--- config.mk ---
export PLATFORM = sky130hd
export DESIGN_NAME = lpsr_regs
export DESIGN_NICKNAME = d
export VERILOG_FILES = /design/src/rtl/lpsr_pkg.sv /design/src/rtl/lpsr_regs.sv
export SDC_FILE = /design/constraint.sdc
export NUM_CORES = 1
export LEC_CHECK = 0
export BUFFER_PORTS_ARGS = -buffer_cell sky130_fd_sc_hd__clkbuf_2
export CORE_MARGIN = 3
export CORE_UTILIZATION = 26
export CTS_CLUSTER_SIZE = 8
export DETAILED_ROUTE_END_ITERATION = 6
export GPL_TIMING_DRIVEN = 1
export SLEW_MARGIN = 20
export SYNTH_ARGS = -nofsm -noshare
export SYNTH_HDL_FRONTEND = slang
export SYNTH_SLANG_ARGS = --single-unit
--- constraint.sdc ---
create_clock -name clk_sys -period 4.9 [get_ports clk_sys]
set_clock_uncertainty 0.15 [all_clocks]
set_input_delay 0 -clock clk_sys [delete_from_list [all_inputs] [get_ports clk_sys]]
set_output_delay 0 -clock clk_sys [all_outputs]
set_load 0.02 [all_outputs]
--- src/rtl/lpsr_pkg.sv ---
// constants, register map and field layouts of the light and proximity sensor register bank
package lpsr_pkg;
    // register offsets
    localparam logic [7:0] ADDR_ID = 8'h00;
    localparam logic [7:0] ADDR_CFG = 8'h01;
    localparam logic [7:0] ADDR_INT = 8'h02;
    localparam logic [7:0] ADDR_NEAR_LO = 8'h03;
    localparam logic [7:0] ADDR_NEAR_HI = 8'h04;
    localparam logic [7:0] ADDR_LT_LOW = 8'h05;
    localparam logic [7:0] ADDR_LT_NIB = 8'h06;
    localparam logic [7:0] ADDR_UT_HIGH = 8'h07;
    localparam logic [7:0] ADDR_NEAR_RES = 8'h08;
    localparam logic [7:0] ADDR_LR_LOW = 8'h09;
    localparam logic [7:0] ADDR_LR_HIGH = 8'h0a;
    // serial slave identifier, 7 bits
    localparam logic [6:0] DEV_ADDR = 7'h44;
    // identity value is arbitrary
    localparam logic [7:0] ID_VALUE = 8'h5a;
    // values after reset
    localparam logic [7:0] CFG_RESET = 8'h00;
    localparam logic [7:0] INT_RESET = 8'h00;
    localparam logic [7:0] NEAR_LO_RESET = 8'h00;
    localparam logic [7:0] NEAR_HI_RESET = 8'hff;
    localparam logic [7:0] LT_LOW_RESET = 8'h00;
    localparam logic [7:0] LT_NIB_RESET = 8'hf0;
    localparam logic [7:0] UT_HIGH_RESET = 8'hff;
    // bit 4 is the low bit of the idle code, so every configuration bit is stored
    localparam logic [7:0] CFG_MASK = 8'hff;
    // field positions
    localparam int NEAR_FLAG_BIT = 7;
    localparam int LIGHT_FLAG_BIT = 3;
    localparam logic [2:0] IDLE_NONE = 3'h7;
    // timing, clock period and times in ns
    localparam int unsigned CLK_NS = 5;
    localparam int unsigned PROX_CONV_NS = 540000;
    localparam int unsigned PROX_CONV_CYC = (PROX_CONV_NS + CLK_NS - 1) / CLK_NS;
    localparam int unsigned IDLE_UNIT_NS = 12500000;
    localparam int unsigned IDLE_UNIT_CYC = IDLE_UNIT_NS / CLK_NS;

    typedef struct packed {
        logic prox_en;
        logic [2:0] idle;
        logic emitter;
        logic light_en;
        logic fsr;
        logic spectrum;
    } lpsr_cfg_t;

    typedef struct packed {
        logic near_flag;
        logic [1:0] near_pers;
        logic zero;
        logic light_flag;
        logic [1:0] light_pers;
        logic combine;
    } lpsr_int_t;

    // idle interval in units of 12.5 ms: 800,400,200,100,75,50,12.5,0 ms
    function automatic logic [6:0] idle_mult(input logic [2:0] code);
        unique case (code)
            3'h0: idle_mult = 7'h40;
            3'h1: idle_mult = 7'h20;
            3'h2: idle_mult = 7'h10;
            3'h3: idle_mult = 7'h08;
            3'h4: idle_mult = 7'h06;
            3'h5: idle_mult = 7'h04;
            3'h6: idle_mult = 7'h01;
            3'h7: idle_mult = 7'h00;
        endcase
    endfunction

    // consecutive conversions needed: 1, 4, 8, 16
    function automatic logic [4:0] pers_n(input logic [1:0] code);
        unique case (code)
            2'h0: pers_n = 5'h01;
            2'h1: pers_n = 5'h04;
            2'h2: pers_n = 5'h08;
            2'h3: pers_n = 5'h10;
        endcase
    endfunction

    // saturating run counter
    function automatic logic [4:0] sat_inc(input logic [4:0] c);
        sat_inc = (c == 5'h10) ? c : c + 5'h01;
    endfunction
endpackage

--- src/rtl/lpsr_regs.sv ---
// register bank, serial slave and proximity sequencer of the light and proximity sensor
`timescale 1ns/100ps
module lpsr_regs #(
    parameter int unsigned CONV_CYC = lpsr_pkg::PROX_CONV_CYC,
    parameter int unsigned IDLE_UNIT_CYC = lpsr_pkg::IDLE_UNIT_CYC
) (
    // clock, reset, enable
    input wire logic clk_sys,
    input wire logic reset_n,
    input wire logic clk_en,
    // serial bus pins
    input wire logic scl_in,
    input wire logic sda_in,
    output logic sda_out,
    output logic sda_oe,
    // open-drain interrupt pin
    output logic int_out,
    output logic int_oe,
    // proximity front end
    output logic emitter_pulse,
    output logic emitter_current_select,
    output logic near_conv_done,
    input wire logic [7:0] near_sample,
    // light front end
    output logic light_sensing_enable,
    output logic light_full_scale_select,
    input wire logic light_done,
    input wire logic [11:0] light_visible,
    input wire logic [11:0] light_ir
);
    typedef enum logic [2:0] {ST_IDLE, ST_DEV, ST_REG, ST_WR, ST_RD} lpsr_bus_t;
    typedef enum logic [1:0] {P_OFF, P_CONV, P_IDLE} lpsr_prox_t;

    logic [2:0] scl_sy, sda_sy;
    logic scl_p, sda_p, start_c, stop_c, rise_c, fall_c;
    lpsr_bus_t st, next_st;
    logic [3:0] cnt, next_cnt;
    logic [7:0] sr, next_sr, tx, next_tx, ptr, next_ptr;
    logic oe, next_oe, mack, next_mack;
    logic wr_stb;
    logic [7:0] wr_addr, wr_data;
    lpsr_pkg::lpsr_cfg_t cfg, next_cfg;
    lpsr_pkg::lpsr_int_t intr, next_intr;
    logic [7:0] near_lo, near_hi, lt_low, lt_nib, ut_high, near_res;
    logic [7:0] next_near_lo, next_near_hi, next_lt_low, next_lt_nib, next_ut_high, next_near_res;
    logic [11:0] lr, next_lr, l_val;
    logic [4:0] pcnt, next_pcnt, lcnt, next_lcnt;
    lpsr_prox_t pst, next_pst;
    logic [31:0] ptimer, next_ptimer;
    logic near_done, l_done, hi_q, p_set, p_clr, l_out, l_set;

    // register read decode, shared by address phase and burst reads
    function automatic logic [7:0] rd(input logic [7:0] a);
        unique case (a)
            lpsr_pkg::ADDR_ID: rd = lpsr_pkg::ID_VALUE;
            lpsr_pkg::ADDR_CFG: rd = cfg;
            lpsr_pkg::ADDR_INT: rd = intr;
            lpsr_pkg::ADDR_NEAR_LO: rd = near_lo;
            lpsr_pkg::ADDR_NEAR_HI: rd = near_hi;
            lpsr_pkg::ADDR_LT_LOW: rd = lt_low;
            lpsr_pkg::ADDR_LT_NIB: rd = lt_nib;
            lpsr_pkg::ADDR_UT_HIGH: rd = ut_high;
            lpsr_pkg::ADDR_NEAR_RES: rd = near_res;
            lpsr_pkg::ADDR_LR_LOW: rd = lr[7:0];
            lpsr_pkg::ADDR_LR_HIGH: rd = {4'h0, lr[11:8]};
            default: rd = 8'h00;
        endcase
    endfunction

    // pointer rolls over after the last register
    function automatic logic [7:0] inc(input logic [7:0] a);
        inc = (a >= lpsr_pkg::ADDR_LR_HIGH) ? lpsr_pkg::ADDR_ID : a + 8'h01;
    endfunction

    // pin synchronisers; stage 0 feeds only stage 1, stage 2 is the edge history
    always_ff @(posedge clk_sys)
    begin
        if (!reset_n)
        begin
            scl_sy <= 3'h7;
            sda_sy <= 3'h7;
        end
        else if (clk_en)
        begin
            scl_sy <= {scl_sy[1:0], scl_in};
            sda_sy <= {sda_sy[1:0], sda_in};
        end
    end

    // bus conditions from synchronised levels
    assign scl_p = scl_sy[1];
    assign sda_p = sda_sy[1];
    assign start_c = scl_p && scl_sy[2] && sda_sy[2] && !sda_p;
    assign stop_c = scl_p && scl_sy[2] && !sda_sy[2] && sda_p;
    assign rise_c = scl_p && !scl_sy[2];
    assign fall_c = !scl_p && scl_sy[2];

    // serial slave; data commits per acknowledged byte so a stop mid-byte writes nothing
    always_comb
    begin
        next_st = st;
        next_cnt = cnt;
        next_sr = sr;
        next_tx = tx;
        next_ptr = ptr;
        next_oe = oe;
        next_mack = mack;
        wr_stb = 1'b0;
        if (start_c)
        begin
            next_st = ST_DEV;
            next_cnt = 4'h0;
            next_oe = 1'b0;
        end
        else if (stop_c)
        begin
            next_st = ST_IDLE;
            next_oe = 1'b0;
        end
        else if (st != ST_IDLE && rise_c)
        begin
            if (cnt < 4'h8)
                next_sr = {sr[6:0], sda_p};
            else if (st == ST_RD)
                next_mack = !sda_p;
            next_cnt = cnt + 4'h1;
        end
        else if (st != ST_IDLE && fall_c)
        begin
            if (cnt == 4'h8)
            begin
                next_oe = 1'b1;
                unique case (st)
                    ST_DEV:
                    begin
                        if (sr[7:1] != lpsr_pkg::DEV_ADDR)
                        begin
                            next_st = ST_IDLE;
                            next_oe = 1'b0;
                        end
                        else if (sr[0])
                        begin
                            next_st = ST_RD;
                            next_tx = rd(ptr);
                        end
                        else
                            next_st = ST_REG;
                    end
                    ST_REG:
                    begin
                        next_ptr = sr;
                        next_st = ST_WR;
                    end
                    ST_WR:
                    begin
                        wr_stb = 1'b1;
                        next_ptr = inc(ptr);
                    end
                    ST_RD:
                    begin
                        next_oe = 1'b0;
                        next_ptr = inc(ptr);
                        next_tx = rd(inc(ptr));
                    end
                    default: next_oe = 1'b0;
                endcase
            end
            else if (cnt == 4'h9)
            begin
                next_cnt = 4'h0;
                next_oe = 1'b0;
                if (st == ST_RD && mack)
                    next_oe = !tx[7];
                else if (st == ST_RD)
                    next_st = ST_IDLE;
            end
            else if (st == ST_RD && cnt != 4'h0)
            begin
                next_tx = {tx[6:0], 1'b0};
                next_oe = !tx[6];
            end
        end
    end

    assign wr_addr = ptr;
    assign wr_data = sr;

    always_ff @(posedge clk_sys)
    begin
        if (!reset_n)
        begin
            st <= ST_IDLE;
            cnt <= 4'h0;
            sr <= 8'h00;
            tx <= 8'h00;
            ptr <= lpsr_pkg::ADDR_ID;
            oe <= 1'b0;
            mack <= 1'b0;
        end
        else if (clk_en)
        begin
            st <= next_st;
            cnt <= next_cnt;
            sr <= next_sr;
            tx <= next_tx;
            ptr <= next_ptr;
            oe <= next_oe;
            mack <= next_mack;
        end
    end

    // selected light spectrum and window test
    assign l_val = cfg.spectrum ? light_ir : light_visible;
    assign l_done = light_done && cfg.light_en;
    assign l_out = l_val <= {lt_nib[3:0], lt_low} || l_val >= {ut_high, lt_nib[7:4]};
    assign hi_q = near_sample >= near_hi;

    // registers, proximity sequencer and flag logic
    always_comb
    begin
        next_cfg = cfg;
        next_intr = intr;
        next_near_lo = near_lo;
        next_near_hi = near_hi;
        next_lt_low = lt_low;
        next_lt_nib = lt_nib;
        next_ut_high = ut_high;
        next_near_res = near_res;
        next_lr = lr;
        next_pcnt = pcnt;
        next_lcnt = lcnt;
        next_pst = pst;
        next_ptimer = ptimer;
        near_done = 1'b0;
        // sequencer: a timer per phase; disable always wins
        unique case (pst)
            P_OFF:
            begin
                if (cfg.prox_en)
                begin
                    next_pst = P_CONV;
                    next_ptimer = CONV_CYC - 1;
                end
            end
            P_CONV:
            begin
                if (!cfg.prox_en)
                    next_pst = P_OFF;
                else if (ptimer == 32'h0)
                begin
                    near_done = 1'b1;
                    next_pst = P_IDLE;
                    next_ptimer = 32'(lpsr_pkg::idle_mult(cfg.idle)) * IDLE_UNIT_CYC - 1;
                    if (cfg.idle == lpsr_pkg::IDLE_NONE)
                    begin
                        next_pst = P_CONV;
                        next_ptimer = CONV_CYC - 1;
                    end
                end
                else
                    next_ptimer = ptimer - 32'h1;
            end
            P_IDLE:
            begin
                if (!cfg.prox_en)
                    next_pst = P_OFF;
                else if (ptimer == 32'h0)
                begin
                    next_pst = P_CONV;
                    next_ptimer = CONV_CYC - 1;
                end
                else
                    next_ptimer = ptimer - 32'h1;
            end
        endcase
        // near result and run of high samples
        p_set = 1'b0;
        p_clr = 1'b0;
        if (near_done)
        begin
            next_near_res = near_sample;
            next_pcnt = hi_q ? lpsr_pkg::sat_inc(pcnt) : 5'h00;
            p_set = hi_q && lpsr_pkg::sat_inc(pcnt) >= lpsr_pkg::pers_n(intr.near_pers);
            p_clr = near_sample < near_lo;
        end
        // light result and run of out-of-window samples
        l_set = 1'b0;
        if (l_done)
        begin
            next_lr = l_val;
            next_lcnt = l_out ? lpsr_pkg::sat_inc(lcnt) : 5'h00;
            l_set = l_out && lpsr_pkg::sat_inc(lcnt) >= lpsr_pkg::pers_n(intr.light_pers);
        end
        // host writes; identity and results ignore writes
        if (wr_stb)
        begin
            unique case (wr_addr)
                // bit 4 kept as idle code bit
                lpsr_pkg::ADDR_CFG: next_cfg = wr_data & lpsr_pkg::CFG_MASK;
                lpsr_pkg::ADDR_INT:
                begin
                    next_intr.near_pers = wr_data[6:5];
                    next_intr.light_pers = wr_data[2:1];
                    next_intr.combine = wr_data[0];
                    if (!wr_data[lpsr_pkg::NEAR_FLAG_BIT])
                        next_intr.near_flag = 1'b0;
                    if (!wr_data[lpsr_pkg::LIGHT_FLAG_BIT])
                        next_intr.light_flag = 1'b0;
                end
                lpsr_pkg::ADDR_NEAR_LO: next_near_lo = wr_data;
                lpsr_pkg::ADDR_NEAR_HI: next_near_hi = wr_data;
                lpsr_pkg::ADDR_LT_LOW: next_lt_low = wr_data;
                lpsr_pkg::ADDR_LT_NIB: next_lt_nib = wr_data;
                lpsr_pkg::ADDR_UT_HIGH: next_ut_high = wr_data;
                default: next_intr.zero = 1'b0;
            endcase
        end
        // hardware clear after the software path, hardware set last so it wins
        if (p_clr)
            next_intr.near_flag = 1'b0;
        if (p_set)
            next_intr.near_flag = 1'b1;
        if (l_set)
            next_intr.light_flag = 1'b1;
    end

    always_ff @(posedge clk_sys)
    begin
        if (!reset_n)
        begin
            cfg <= lpsr_pkg::CFG_RESET;
            intr <= lpsr_pkg::INT_RESET;
            near_lo <= lpsr_pkg::NEAR_LO_RESET;
            near_hi <= lpsr_pkg::NEAR_HI_RESET;
            lt_low <= lpsr_pkg::LT_LOW_RESET;
            lt_nib <= lpsr_pkg::LT_NIB_RESET;
            ut_high <= lpsr_pkg::UT_HIGH_RESET;
            near_res <= 8'h00;
            lr <= 12'h000;
            pcnt <= 5'h00;
            lcnt <= 5'h00;
            pst <= P_OFF;
            ptimer <= 32'h0;
        end
        else if (clk_en)
        begin
            cfg <= next_cfg;
            intr <= next_intr;
            near_lo <= next_near_lo;
            near_hi <= next_near_hi;
            lt_low <= next_lt_low;
            lt_nib <= next_lt_nib;
            ut_high <= next_ut_high;
            near_res <= next_near_res;
            lr <= next_lr;
            pcnt <= next_pcnt;
            lcnt <= next_lcnt;
            pst <= next_pst;
            ptimer <= next_ptimer;
        end
    end

    // pins and front-end controls
    assign sda_out = 1'b0;
    assign sda_oe = oe;
    assign int_out = 1'b0;
    assign int_oe = intr.combine ? (intr.near_flag && intr.light_flag) : (intr.near_flag || intr.light_flag);
    assign emitter_pulse = pst == P_CONV;
    assign emitter_current_select = cfg.emitter;
    assign near_conv_done = near_done && clk_en;
    assign light_sensing_enable = cfg.light_en;
    assign light_full_scale_select = cfg.fsr;
endmodule

==> Yosys cells after proc, flatten, opt, wreduce, memory -nomap -nowiden <==
Memory sizes are Yosys's and may differ from the RTL's. A register that Yosys moved wholly into a read port is not among the register bits.
Index checks and enable logic that the tools add are counted.
{ "totals": {"ff_bits": 158, "rom_bits": 56, "output_inout_bits": 9, "mem_count": 1} }
{ "op_classes": {"n_addsub": 6, "multipliers": 1, "magnitude_cmp": 8, "eq_ne": 54, "n_mux": 86, "bitwise": 4, "n_reduce_logical": 66} }
{ "mem_list": {"columns": ["name", "depth", "width", "rd", "rd_clocked_by_memory_dff", "write_ports", "line", "source"], "rows": [
  ["(no name shown)", 8, 7, 1, 1, 0, "lpsr_pkg.sv:60", "unique case (code)"]
]} }
{ "ops": {"columns": ["op", "n"], "rows": [
  ["$mux W32", 6],
  ["$pmux W8 S11", 2],
  ["$pmux W32 S3", 1],
  ["$eq A8 B3 Y1 const B", 8],
  ["$mux W8", 7],
  ["$eq A8 B4 Y1 const B", 6],
  ["$pmux W5 S4", 2],
  ["$mux W3", 13],
  ["$eq A8 B2 Y1 const B", 4],
  ["$logic_not A32 Y1", 1],
  ["$pmux W8 S2", 2],
  ["$sub A32 B1 Y32 const B", 1],
  ["$mux W5", 6],
  ["$sub A29 B1 Y30 const B", 1],
  ["$mux W4", 7],
  ["$mux W1", 27],
  ["$mul A7 B17 Y24 const B", 1],
  ["$mux W7", 3],
  ["$reduce_and A3 Y1", 7],
  ["$reduce_and A4 Y1", 5],
  ["$reduce_bool A3 Y1", 6],
  ["$eq A8 B1 Y1 const B", 2],
  ["$logic_and A1 B1 Y1", 16],
  ["$logic_not A8 Y1", 2],
  ["other kinds (43)", 89]
]} }

==> Longest topological paths before layout <==
Gate-level depths: netlist of the first run.
{ "depth": {"word_depth": 10, "mapped_depth": 16} }

==> Worst setup path before layout of the first run <==
No wires, ideal clock.
{ "synth_path": {"path_kind": "reg-to-reg", "from": "reg (tool-made name)", "to": "reg ptimer[26]", "setup_ps": 127, "t_arrival_ps": 4496, "required_ps": 4623, "slack_ps": 127, "stages_incl_launch_ff": 17, "n_path_buf": 1, "period_less_slack_ps": 4773, "path_cell_list": "dfxtp_1 inv_1 ha_1 fa_1 inv_1 ha_1 fa_1 ha_1 buf_2 or3_1 o221a_2 or3_1 a22oi_2 nand4_2 nor4_4 a21oi_1 or3_1"} }
{ "synth_lines": {"columns": ["item", "line", "source"], "rows": [
  ["end signal, assigned", "lpsr_regs.sv:359", "ptimer <= next_ptimer;"],
  ["end, declared", "lpsr_regs.sv:49", "logic [31:0] ptimer, next_ptimer;"]
]} }

==> flow_summary.yaml, run 1 <==
status:
  status: "finished, violations left"
  violations: "negative hold slack"
clock_network:
  cts_tree: "built"
  cts_sinks: 165
  root_buffer: "clkbuf_16"
  htreeDepth: 4
  clk_latency_ns: 0.46
  clockBufferDepth: 2
  clk_pin_slew_ns: 0.07
  cts_buffers: 17
route:
  vias_per_cell: 5.39
  drt_wl_total_um: 43400
  drt-pass1-iter-count: 6
  drtIter0Drc: 1240
  wl_met3_um: 2720
  drc: 0
  routedWlPerCell_um: 18.1
  wl_met1_um: 19700
  wl_met2_um: 20000
  ant_nets: 0
  highest_layer: "met4"
  vias: 12900
setup_path:
  timing.rr.end: "ptimer[26]$_SDFFE_PN0P_"
  end_kind: "flop"
  worstSetupStartpointType: "flop"
  cp_slowest_cell: "fa_1"
  r2r_setup_slack_ns: 0.19
  crit_required_ns: 5.09
  cp_max_fo: 7
  crit_path_cell_trace: "ha_4 -> inv_1 -> fa_1 -> inv_1 -> fa_2 -> fa_1 -> ha_1 -> or3_4 -> o221a_4 -> or3_4 -> a22oi_2 -> nand4_2 -> nor4_4 -> a21oi_1 -> or3_1"
  critPathCapture: "ptimer[26]$_SDFFE_PN0P_"
  cp_slowest_stage_delay_ns: 0.50
  crit_type: "flop to flop"
  critPathArrivalTime_ns: 4.90
  reg2reg_depth: 15
timing:
  worstMarginPinSlew_ns: 1.05
  setup_viol: 0
  hold_viol_final: 1
  drv_slew: 0
  timing.slew.headroom_pct: 29.5
  clock.fmax_mhz: 212
  fin_hold_ws_ns: -0.0000978
  fin_crit_sh_pct: 96.1
  setup_ws_ns: 0.190
  min_period_ns: 4.71
  tns_ns: 0
  rsz0062_at_grt: "no"
worst_hold_path:
  hp-class: "input port to flop"
yosys:
  synth_area_leaders: "dfxtp_1 26%, ha_1 12%, nand2_1 6.8%"
  yosys.area_share.adder_pct: 14.3
  synth_cell_types: 85
  syn_inst: 1669
  synthFlopType: "dfxtp_1"
  synthSimpleGateAreaFrac_pct: 23.6
  muxShareOfSynthArea_pct: 3.65
  synth_seq_cells: 165
  synth_top_area_cell: "dfxtp_1"
  synth-compound-area-share_pct: 23.9
  ys_seq_area_share_pct: 25.5
  yosysWarnings: 0
  syn_area_per_cell_um2: 7.76
  synthArstFlopShare_pct: 0
  synth_xor_area_share_pct: 3.11
  synth_top_cell_area_share_pct: 25.5
  synth_edf_count: 0
  synth.cell_area_um2: 12900
  synth_top_family_by_area: "compound AO/OA/AOI/OAI gates"
global_routing:
  grt_usage_pct: 16.1
  grt_pass1_vias: 12400
  antenna_found_initial: 0
  grt_max_degree: 79
  grt_overflow: 0
  grt_pass1_wl_um: 68200
power_and_ir_drop:
  clockPowerShare_pct: 47.6
  p_int_mw: 2.07
  peakVddDrop_mv: 0.166
  cellLeakagePower_nw: 5.84
  p_total_mw: 2.81
  power_frac_comb_pct: 4.6
  switching_share_pct: 26.4
  seqPwrFrac_pct: 47.8
  p_per_area_nw_per_um2: 188
  p_sw_uw: 743
floorplanning:
  die_area_um2: 52500
  initial_core_util_pct: 26.4
  num_rows: 81
  pin_count: 47
  core_um2: 49100
  die_x_um: 229
  die_y_um: 229
placed_design:
  gp_congestion: 0.978
  detailedPlace.worstSlack_ns: 0.0881
  place_hpwl_um: 32000
  io_buffers: 44
  placed_area_um2: 13900
cells_and_area:
  layout-drive-gt1-share_pct: 10.8
  fin_area_um2: 15000
  fin_nets: 1890
  area_growth_pct: 15.5
  diodes: 0
flow_run:
  cap_violations: 0
==> worst min path at each step <==
| stage | start | endpoint | slack [ns] | cells after the start |
|---|---|---|---|---|
| global placement | scl_in | scl_sy[0]$_SDFFE_PN1P_ | 0.1 | 3 |
| finish | reset_n | ptimer[20]$_SDFFE_PN0P_ | -0.0001 | 3 |
| CTS | reset_n | ptimer[20]$_SDFFE_PN0P_ | 0.03 | 3 |
| floorplan | scl_in | scl_sy[0]$_SDFFE_PN1P_ | -0.02 | 2 |
| detailed placement | scl_in | scl_sy[0]$_SDFFE_PN1P_ | 0.1 | 3 |
| global route | reset_n | ptimer[20]$_SDFFE_PN0P_ | 0.06 | 3 |
==> cell usage after synthesis, types with 15 or more instances <==
| cell type | instances |
|---|---|
| or3_1 | 15 |
| nand2b_1 | 19 |
| dfxtp_1 | 165 |
| clkbuf_1 | 76 |
| a211oi_1 | 16 |
| o21ai_0 | 85 |
| a31oi_1 | 25 |
| nor4_1 | 15 |
| xor2_1 | 16 |
| nor3_1 | 43 |
| fa_1 | 15 |
| nand2_1 | 233 |
| o211ai_1 | 27 |
| xnor2_1 | 30 |
| a21o_1 | 20 |
| mux2i_1 | 27 |
| nor2_1 | 110 |
| and3_1 | 24 |
| inv_1 | 99 |
| ha_1 | 124 |
| nor2b_1 | 16 |
| a22oi_1 | 27 |
| a21oi_1 | 139 |
| a221oi_1 | 18 |
| nand3_1 | 43 |
| and2_1 | 18 |
==> worst max-delay path, delay by kind of cell, from the launching register on <==
kind	cells	cell delay, ns
compound gates	3	0.58
fa+ha+maj	5	1.81
buf+inv	2	0.11
flops	1	0.37
simple gates	5	1.58
==> sequential cells by signal, indices dropped and copies added, names as in the netlist, 3 cells and up, named ones only <==
register / flops
near_res: 8
cfg: 5
near_hi: 8
ptr: 8
lr: 12
cnt: 4
ut_high: 8
sr: 8
near_lo: 8
lt_nib: 8
scl_sy: 3
pcnt: 5
sda_sy: 3
lt_low: 8
ptimer: 32
st: 3
tx: 8
lcnt: 5
intr: 7
==> placed cells by master (no fill, tap or decap), types with 17 or more instances in the layout <==
master | netlist | layout
nand2b_1 | 19 | 19
mux2i_1 | 27 | 27
xnor2_1 | 30 | 30
and2_1 | 18 | 18
a22oi_1 | 27 | 26
dfxtp_1 | 165 | 161
inv_1 | 99 | 99
nand3_1 | 43 | 43
a21oi_1 | 139 | 139
nor3_1 | 43 | 43
ha_1 | 124 | 121
buf_4 | 2 | 40
clkbuf_16 | 0 | 17
nand2_1 | 233 | 233
o21ai_0 | 85 | 84
o211ai_1 | 27 | 27
clkbuf_2 | 0 | 44
dlygate4sd3_1 | 0 | 34
a31oi_1 | 25 | 25
nor2_1 | 110 | 109
and3_1 | 24 | 24
a221oi_1 | 18 | 18
a21o_1 | 20 | 20
==> repair_timing <==
| action | in CTS | in global routing |
|---|---|---|
| gates resized for setup | 0 | 22 |
| setup endpoints to repair | 0 | 13 |
| hold buffers | 34 | 0 |
| endpoints found under the hold margin | 23 | 0 |
| setup buffers | 0 | 7 |
==> power by group through the flow <==
stage	Combinational, mW	Sequential (mW)	Clock (mW)
finish	0.128	1.34	1.34
global route	0.142	1.34	1.42
CTS	0.128	1.35	1.36
detailed placement	0.106	1.38	0
global placement	0.104	1.38	0
floorplan	0.0657	1.37	0
==> logic make-up (layout without fill, tap and decap cells) <==
kind of cell	after synthesis	in the layout
AO/OA/AOI/OAI	470	470
adder cells (fa/ha/maj)	139	139
buffers and inverters	194	250
multiplexers	42	42
other	1	2
AND/OR/NAND/NOR	612	612
XOR/XNOR	46	46
flip-flops	165	165
==> stage by stage <==
step | utilization, % | instances
finish | 30.5 | 2390
global route | 30.5 | 2390
CTS | 30.1 | 2383
detailed placement | 28.3 | 2317
global placement | 28.3 | 2317
floorplan | - | 1670
==> layer usage <==
layer  track usage (%)  up-vias
met4              5.27        0
met5                 0        -
met2              26.2      459
met3              2.74       73
li1                  -     6148
met1              21.7     6212
==> final cells by class <==
type	instances	area (µm²)
clock buffers	17	425
multi-input cells	1311	9010
fillers	5211	34100
clock inverters	15	144
repair buffers	118	861
inverters	100	377
well taps	664	831
flip-flops and latches	165	3310
No activity file was read; power rests on OpenSTA's default activity.
==> run 2, diff against run 1 <==
--- a/config.mk
+++ b/config.mk
@@ -11,6 +11,7 @@
 export CTS_CLUSTER_SIZE = 8
 export DETAILED_ROUTE_END_ITERATION = 6
 export GPL_TIMING_DRIVEN = 1
+export HOLD_SLACK_MARGIN = 0.15
 export SLEW_MARGIN = 20
 export SYNTH_ARGS = -nofsm -noshare
 export SYNTH_HDL_FRONTEND = slang
==> constraint.sdc (replaced) <==
create_clock -name clk_sys -period 5.99 [get_ports clk_sys]
set_clock_uncertainty 0.15 [all_clocks]
set_input_delay 0 -clock clk_sys [delete_from_list [all_inputs] [get_ports clk_sys]]
set_output_delay 0 -clock clk_sys [all_outputs]
set_load 0.02 [all_outputs]
==> run 2 against run 1 <==
  * Largest power group unchanged
  * Clock power down 18%
  * Maximum frequency is 8.4% lower
  * Via count is 0.86% lower
  * Sequential power is 18% lower
  * Critical path depth did not move
  * Critical path type unchanged
  * The flow now finishes without violations
  * Global-route usage down 0.18 points
  * Wire length decreased by 1.0%
  * Die area stayed put
  * Register-to-register slack improved by 0.66 ns
==> flow_summary.yaml, run 2 (synthesis results as in run 1) <==
floorplanning:
  initial_core_util_pct: 26.4
  die_x_um: 229
  core_um2: 49100
  pin_count: 47
  die_y_um: 229
  num_rows: 81
  die_area_um2: 52500
setup_path:
  crit_path_cell_trace: "inv_1 -> ha_1 -> fa_1 -> inv_1 -> ha_1 -> fa_1 -> ha_1 -> or3_1 -> o221a_2 -> or3_1 -> a22oi_2 -> nand4_2 -> nor4_4 -> a21oi_1 -> or3_1"
  critPathArrivalTime_ns: 5.33
  end_kind: "flop"
  worstSetupStartpointType: "flop"
  crit_required_ns: 6.18
  crit_type: "flop to flop"
  cp_max_fo: 9
  cp_slowest_cell: "dfxtp_1"
  cp_slowest_stage_delay_ns: 0.52
global_routing:
  grt_max_degree: 63
  grt_pass1_vias: 12300
  grt_overflow: 0
  grt_pass1_wl_um: 67600
  grt_usage_pct: 15.9
  antenna_found_initial: 0
route:
  vias: 12800
  drt_wl_total_um: 42900
  ant_nets: 0
  routedWlPerCell_um: 18.1
  vias_per_cell: 5.39
  wl_met2_um: 19500
  highest_layer: "met4"
  drc: 0
  wl_met3_um: 3150
  drt-pass1-iter-count: 6
  wl_met1_um: 19100
  drtIter0Drc: 1321
status:
  status: "completed"
cells_and_area:
  regMostFlops: "ptimer"
  reg.largest.list: "ptimer x32, lr x12"
  seqCellArea_um2: 3300
  layout-drive-gt1-share_pct: 8.26
  layout_commonest_cell: "nand2_1"
  diodes: 0
  largest_reg_flops: 32
  fin_nets: 1870
  n_fill_cell: 5256
  area_growth_pct: 13.7
  stdcell_count: 2370
  multi_input_area_um2: 8910
  final_cell_mix: "233 x nand2_1, 165 x dfxtp_1, 139 x a21oi_1"
clock_network:
  cts_hold_buf: 43
  cts_sinks: 165
  clockBufferDepth: 2
  htreeDepth: 4
  post_cts_buffers: 0
  cts.repair.resized: 0
  clk_latency_ns: 0.45
  root_buffer: "clkbuf_16"
  cts_buffers: 17
  clk_pin_slew_ns: 0.07
  cts_tree: "built"
timing:
  drv_slew: 0
  timing.slew.headroom_pct: 24.1
  fin_crit_sh_pct: 85.8
  setup_viol: 0
  min_period_ns: 5.14
  fin_hold_ws_ns: 0.183
  hold_viol_final: 0
  tns_ns: 0
  worstMarginPinSlew_ns: 1.13
  rsz0062_at_grt: "no"
  clock.fmax_mhz: 195
  setup_ws_ns: 0.849
placed_design:
  dp_cells: 2295
  detailedPlace.worstSlack_ns: 0.861
  place_hpwl_um: 31500
  io_buffers: 44
  gp_congestion: 0.970
power_and_ir_drop:
  p_per_area_nw_per_um2: 157
  cellLeakagePower_nw: 5.73
  peakVddDrop_mv: 0.136
  p_total_mw: 2.31
worst_hold_path:
  hp-class: "input port to flop"
flow_run:
  cap_violations: 0
-- run 2: changes by cell type in the layout (fill, tap and decap cells not counted), moves of 3 or more --
cell	previous run	this run
dfxtp_1	161	165
dlygate4sd3_1	34	43
ha_1	121	124
clkinv_2	2	5
ha_4	3	0
inv_8	5	1
dfxtp_2	3	0
buf_4	40	11
-- run 2: metal layers --
metal  up-vias  global-route usage [%]
met5         -                       0
met2       491                    26.0
li1       6117                       -
met1      6091                    21.1
met3        82                    3.00
met4         0                    5.57
-- run 2: layout make-up --
| cell class | instances | area share [%] |
|---|---|---|
| flip-flops and latches | 165 | 22.4 |
| inverters | 100 | 2.56 |
| well taps | 664 | 5.64 |
| multi-input cells | 1311 | 60.5 |
| clock buffers | 19 | 3.08 |
| clock inverters | 13 | 0.824 |
| repair buffers | 98 | 4.98 |
-- run 2: power by group --
| part | internal [mW] | switching (mW) |
|---|---|---|
| Combinational | 0.0484 | 0.0607 |
| Sequential | 1.10 | 0.00238 |
| Clock | 0.600 | 0.504 |
| Total | 1.75 | 0.567 |
-- run 2: worst paths after layout --
| check | end | depth (start not counted) | startpoint | slack, ns |
|---|---|---|---|---|
| max | ptimer[26]$_SDFFE_PN0P_ | 15 | flop | 0.85 |
| min reg2reg | tx[4]$_SDFFE_PN0P_ | 2 | tx[4]$_SDFFE_PN0P_ | 0.31 |
| min | lr[10]$_SDFFE_PN0P_ | 4 | light_done | 0.18 |
| max reg2reg | ptimer[26]$_SDFFE_PN0P_ | 15 | flop | 0.85 |
-- run 2: worst max-delay path: cells and delay by family (launching register included) --
kind,cells,cell delay [ns]
buf+inv,2,0.12
simple gates,5,1.63
flops,1,0.52
compound gates,3,0.63
fa+ha+maj,5,1.96
-- run 2: per-stage QoR --
step	utilization, %	cell area (µm²)
finish	30.0	14700
global route	30.0	14700
CTS	30.0	14700
detailed placement	28.0	13700
global placement	28.0	13700
floorplan	-	12900
==> run 3, diff against run 2 <==
--- a/config.mk
+++ b/config.mk
@@ -6,7 +6,6 @@
 export NUM_CORES = 1
 export LEC_CHECK = 0
 export BUFFER_PORTS_ARGS = -buffer_cell sky130_fd_sc_hd__clkbuf_2
-export CORE_MARGIN = 3
 export CORE_UTILIZATION = 26
 export CTS_CLUSTER_SIZE = 8
 export DETAILED_ROUTE_END_ITERATION = 6
==> run 3 against run 2 <==
  * Critical path depth stayed put
  * Cell count is 0.13% higher
  * Clock-buffer cell count stayed put
  * Critical path type unchanged
  * Critical endpoint unchanged
  * Largest cell class unchanged
==> flow_summary.yaml, run 3 (synthesis results as in run 1) <==
route:
  routedWlPerCell_um: 18.2
  ant_nets: 0
  drc: 0
  vias: 12800
  drt_wl_total_um: 43300
  drtIter0Drc: 1245
  vias_per_cell: 5.39
  drt-pass1-iter-count: 7
floorplanning:
  pin_count: 47
  die_area_um2: 50700
  die_y_um: 225
  initial_core_util_pct: 26.4
  num_rows: 81
  die_x_um: 225
  core_um2: 49100
timing:
  min_period_ns: 5.11
  worstMarginPinSlew_ns: 1.16
  tns_ns: 0
  fin_crit_sh_pct: 85.4
  clock.fmax_mhz: 196
  timing.slew.headroom_pct: 22.0
  drv_slew: 0
  fin_hold_ws_ns: 0.182
  hold_viol_final: 0
  setup_viol: 0
  rsz0062_at_grt: "no"
global_routing:
  grt_usage_pct: 16.9
  antenna_found_initial: 0
  grt_max_degree: 62
  grt_overflow: 0
  grt_pass1_vias: 12100
  grt_pass1_wl_um: 67100
cells_and_area:
  layout_commonest_cell: "nand2_1"
  fin_nets: 1873
  regMostFlops: "ptimer"
  largest_reg_flops: 32
  reg.largest.list: "ptimer x32, lr x12"
  area_growth_pct: 14.3
  diodes: 0
  final_util_pct: 30.2
  final_cell_mix: "233 x nand2_1, 165 x dfxtp_1, 139 x a21oi_1"
  stdcell_count: 2373
  layout-drive-gt1-share_pct: 8.25
power_and_ir_drop:
  peakVddDrop_mv: 0.184
  cellLeakagePower_nw: 5.75
  p_total_mw: 2.37
  p_per_area_nw_per_um2: 160
placed_design:
  place_hpwl_um: 31600
  dp_cells: 2296
  io_buffers: 44
  gp_congestion: 0.955
clock_network:
  root_buffer: "clkbuf_16"
  clk_pin_slew_ns: 0.07
  htreeDepth: 4
  clk_latency_ns: 0.45
  clockBufferDepth: 2
  cts_tree: "built"
  cts_sinks: 165
  post_cts_buffers: 0
  cts_buffers: 17
  cts_hold_buf: 45
  cts.repair.resized: 0
flow_run:
  cap_violations: 0
setup_path:
  end_kind: "flop"
  crit_type: "flop to flop"
  r2r_setup_slack_ns: 0.88
  path_buf_inv: 2
  cp_slowest_stage_delay_ns: 0.53
  critical_path.top_delay_family: "adder cells"
  crit_path_cell_trace: "inv_1 -> ha_1 -> fa_1 -> inv_1 -> ha_1 -> fa_1 -> ha_1 -> or3_1 -> o221a_2 -> or3_1 -> a22oi_2 -> nand4_2 -> nor4_4 -> a21oi_1 -> or3_1"
  crit_cells: 15
  cp_max_fo: 9
  crit_required_ns: 6.17
  reg2reg_depth: 15
  critPathArrivalTime_ns: 5.30
  cp_slowest_cell: "dfxtp_1"
  worstSetupStartpointType: "flop"
status:
  status: "completed"
worst_hold_path:
  whs_path_depth: 4
  hp-class: "input port to flop"
==> run 3: layout make-up <==
class	count	area (µm²)
fill	5318	34300
multi-input combinational	1311	8920
sequential	165	3300
tap	664	831
timing repair buffer	101	761
clock buffer	19	443
inverter	100	377
clock inverter	13	163
==> run 3: final timing paths <==
path / to / startpoint
max: ptimer[26]$_SDFFE_PN0P_ / flop
min: lr[0]$_SDFFE_PN0P_ / light_done
max reg2reg: ptimer[26]$_SDFFE_PN0P_ / flop
min reg2reg: tx[4]$_SDFFE_PN0P_ / tx[4]$_SDFFE_PN0P_
==> run 3: through the flow <==
step           cell area (µm²)  setup WS (ns)
2_1_floorplan            12900           1.22
6_report                 14800          0.875
3_3_place_gp             13700          0.974
3_5_place_dp             13700          0.913
5_1_grt                  14800          0.583
4_1_cts                  14800          0.896
==> run 3: where the power goes <==
| part | switching, mW | internal, mW | leakage (nW) |
|---|---|---|---|
| clock network | 0.520 | 0.641 | 0.299 |
| registers | 0.00234 | 1.10 | 1.33 |
| logic | 0.0616 | 0.0488 | 4.12 |
| total | 0.584 | 1.79 | 5.75 |
==> run 3: layer usage <==
| layer | GRT usage [%] | share of wire, % |
|---|---|---|
| met3 | 2.82 | 6.4 |
| met4 | 6.23 | 2.4 |
| met1 | 22.5 | 46 |
| met5 | 0 | 0 |
| met2 | 27.1 | 45 |
==> run 3: tightest hold or removal path, cell delays in order <==
cell and delay [ns]:
clkbuf_2 0.09, and3_1 0.41, nor2_1 0.18, a211oi_1 0.05
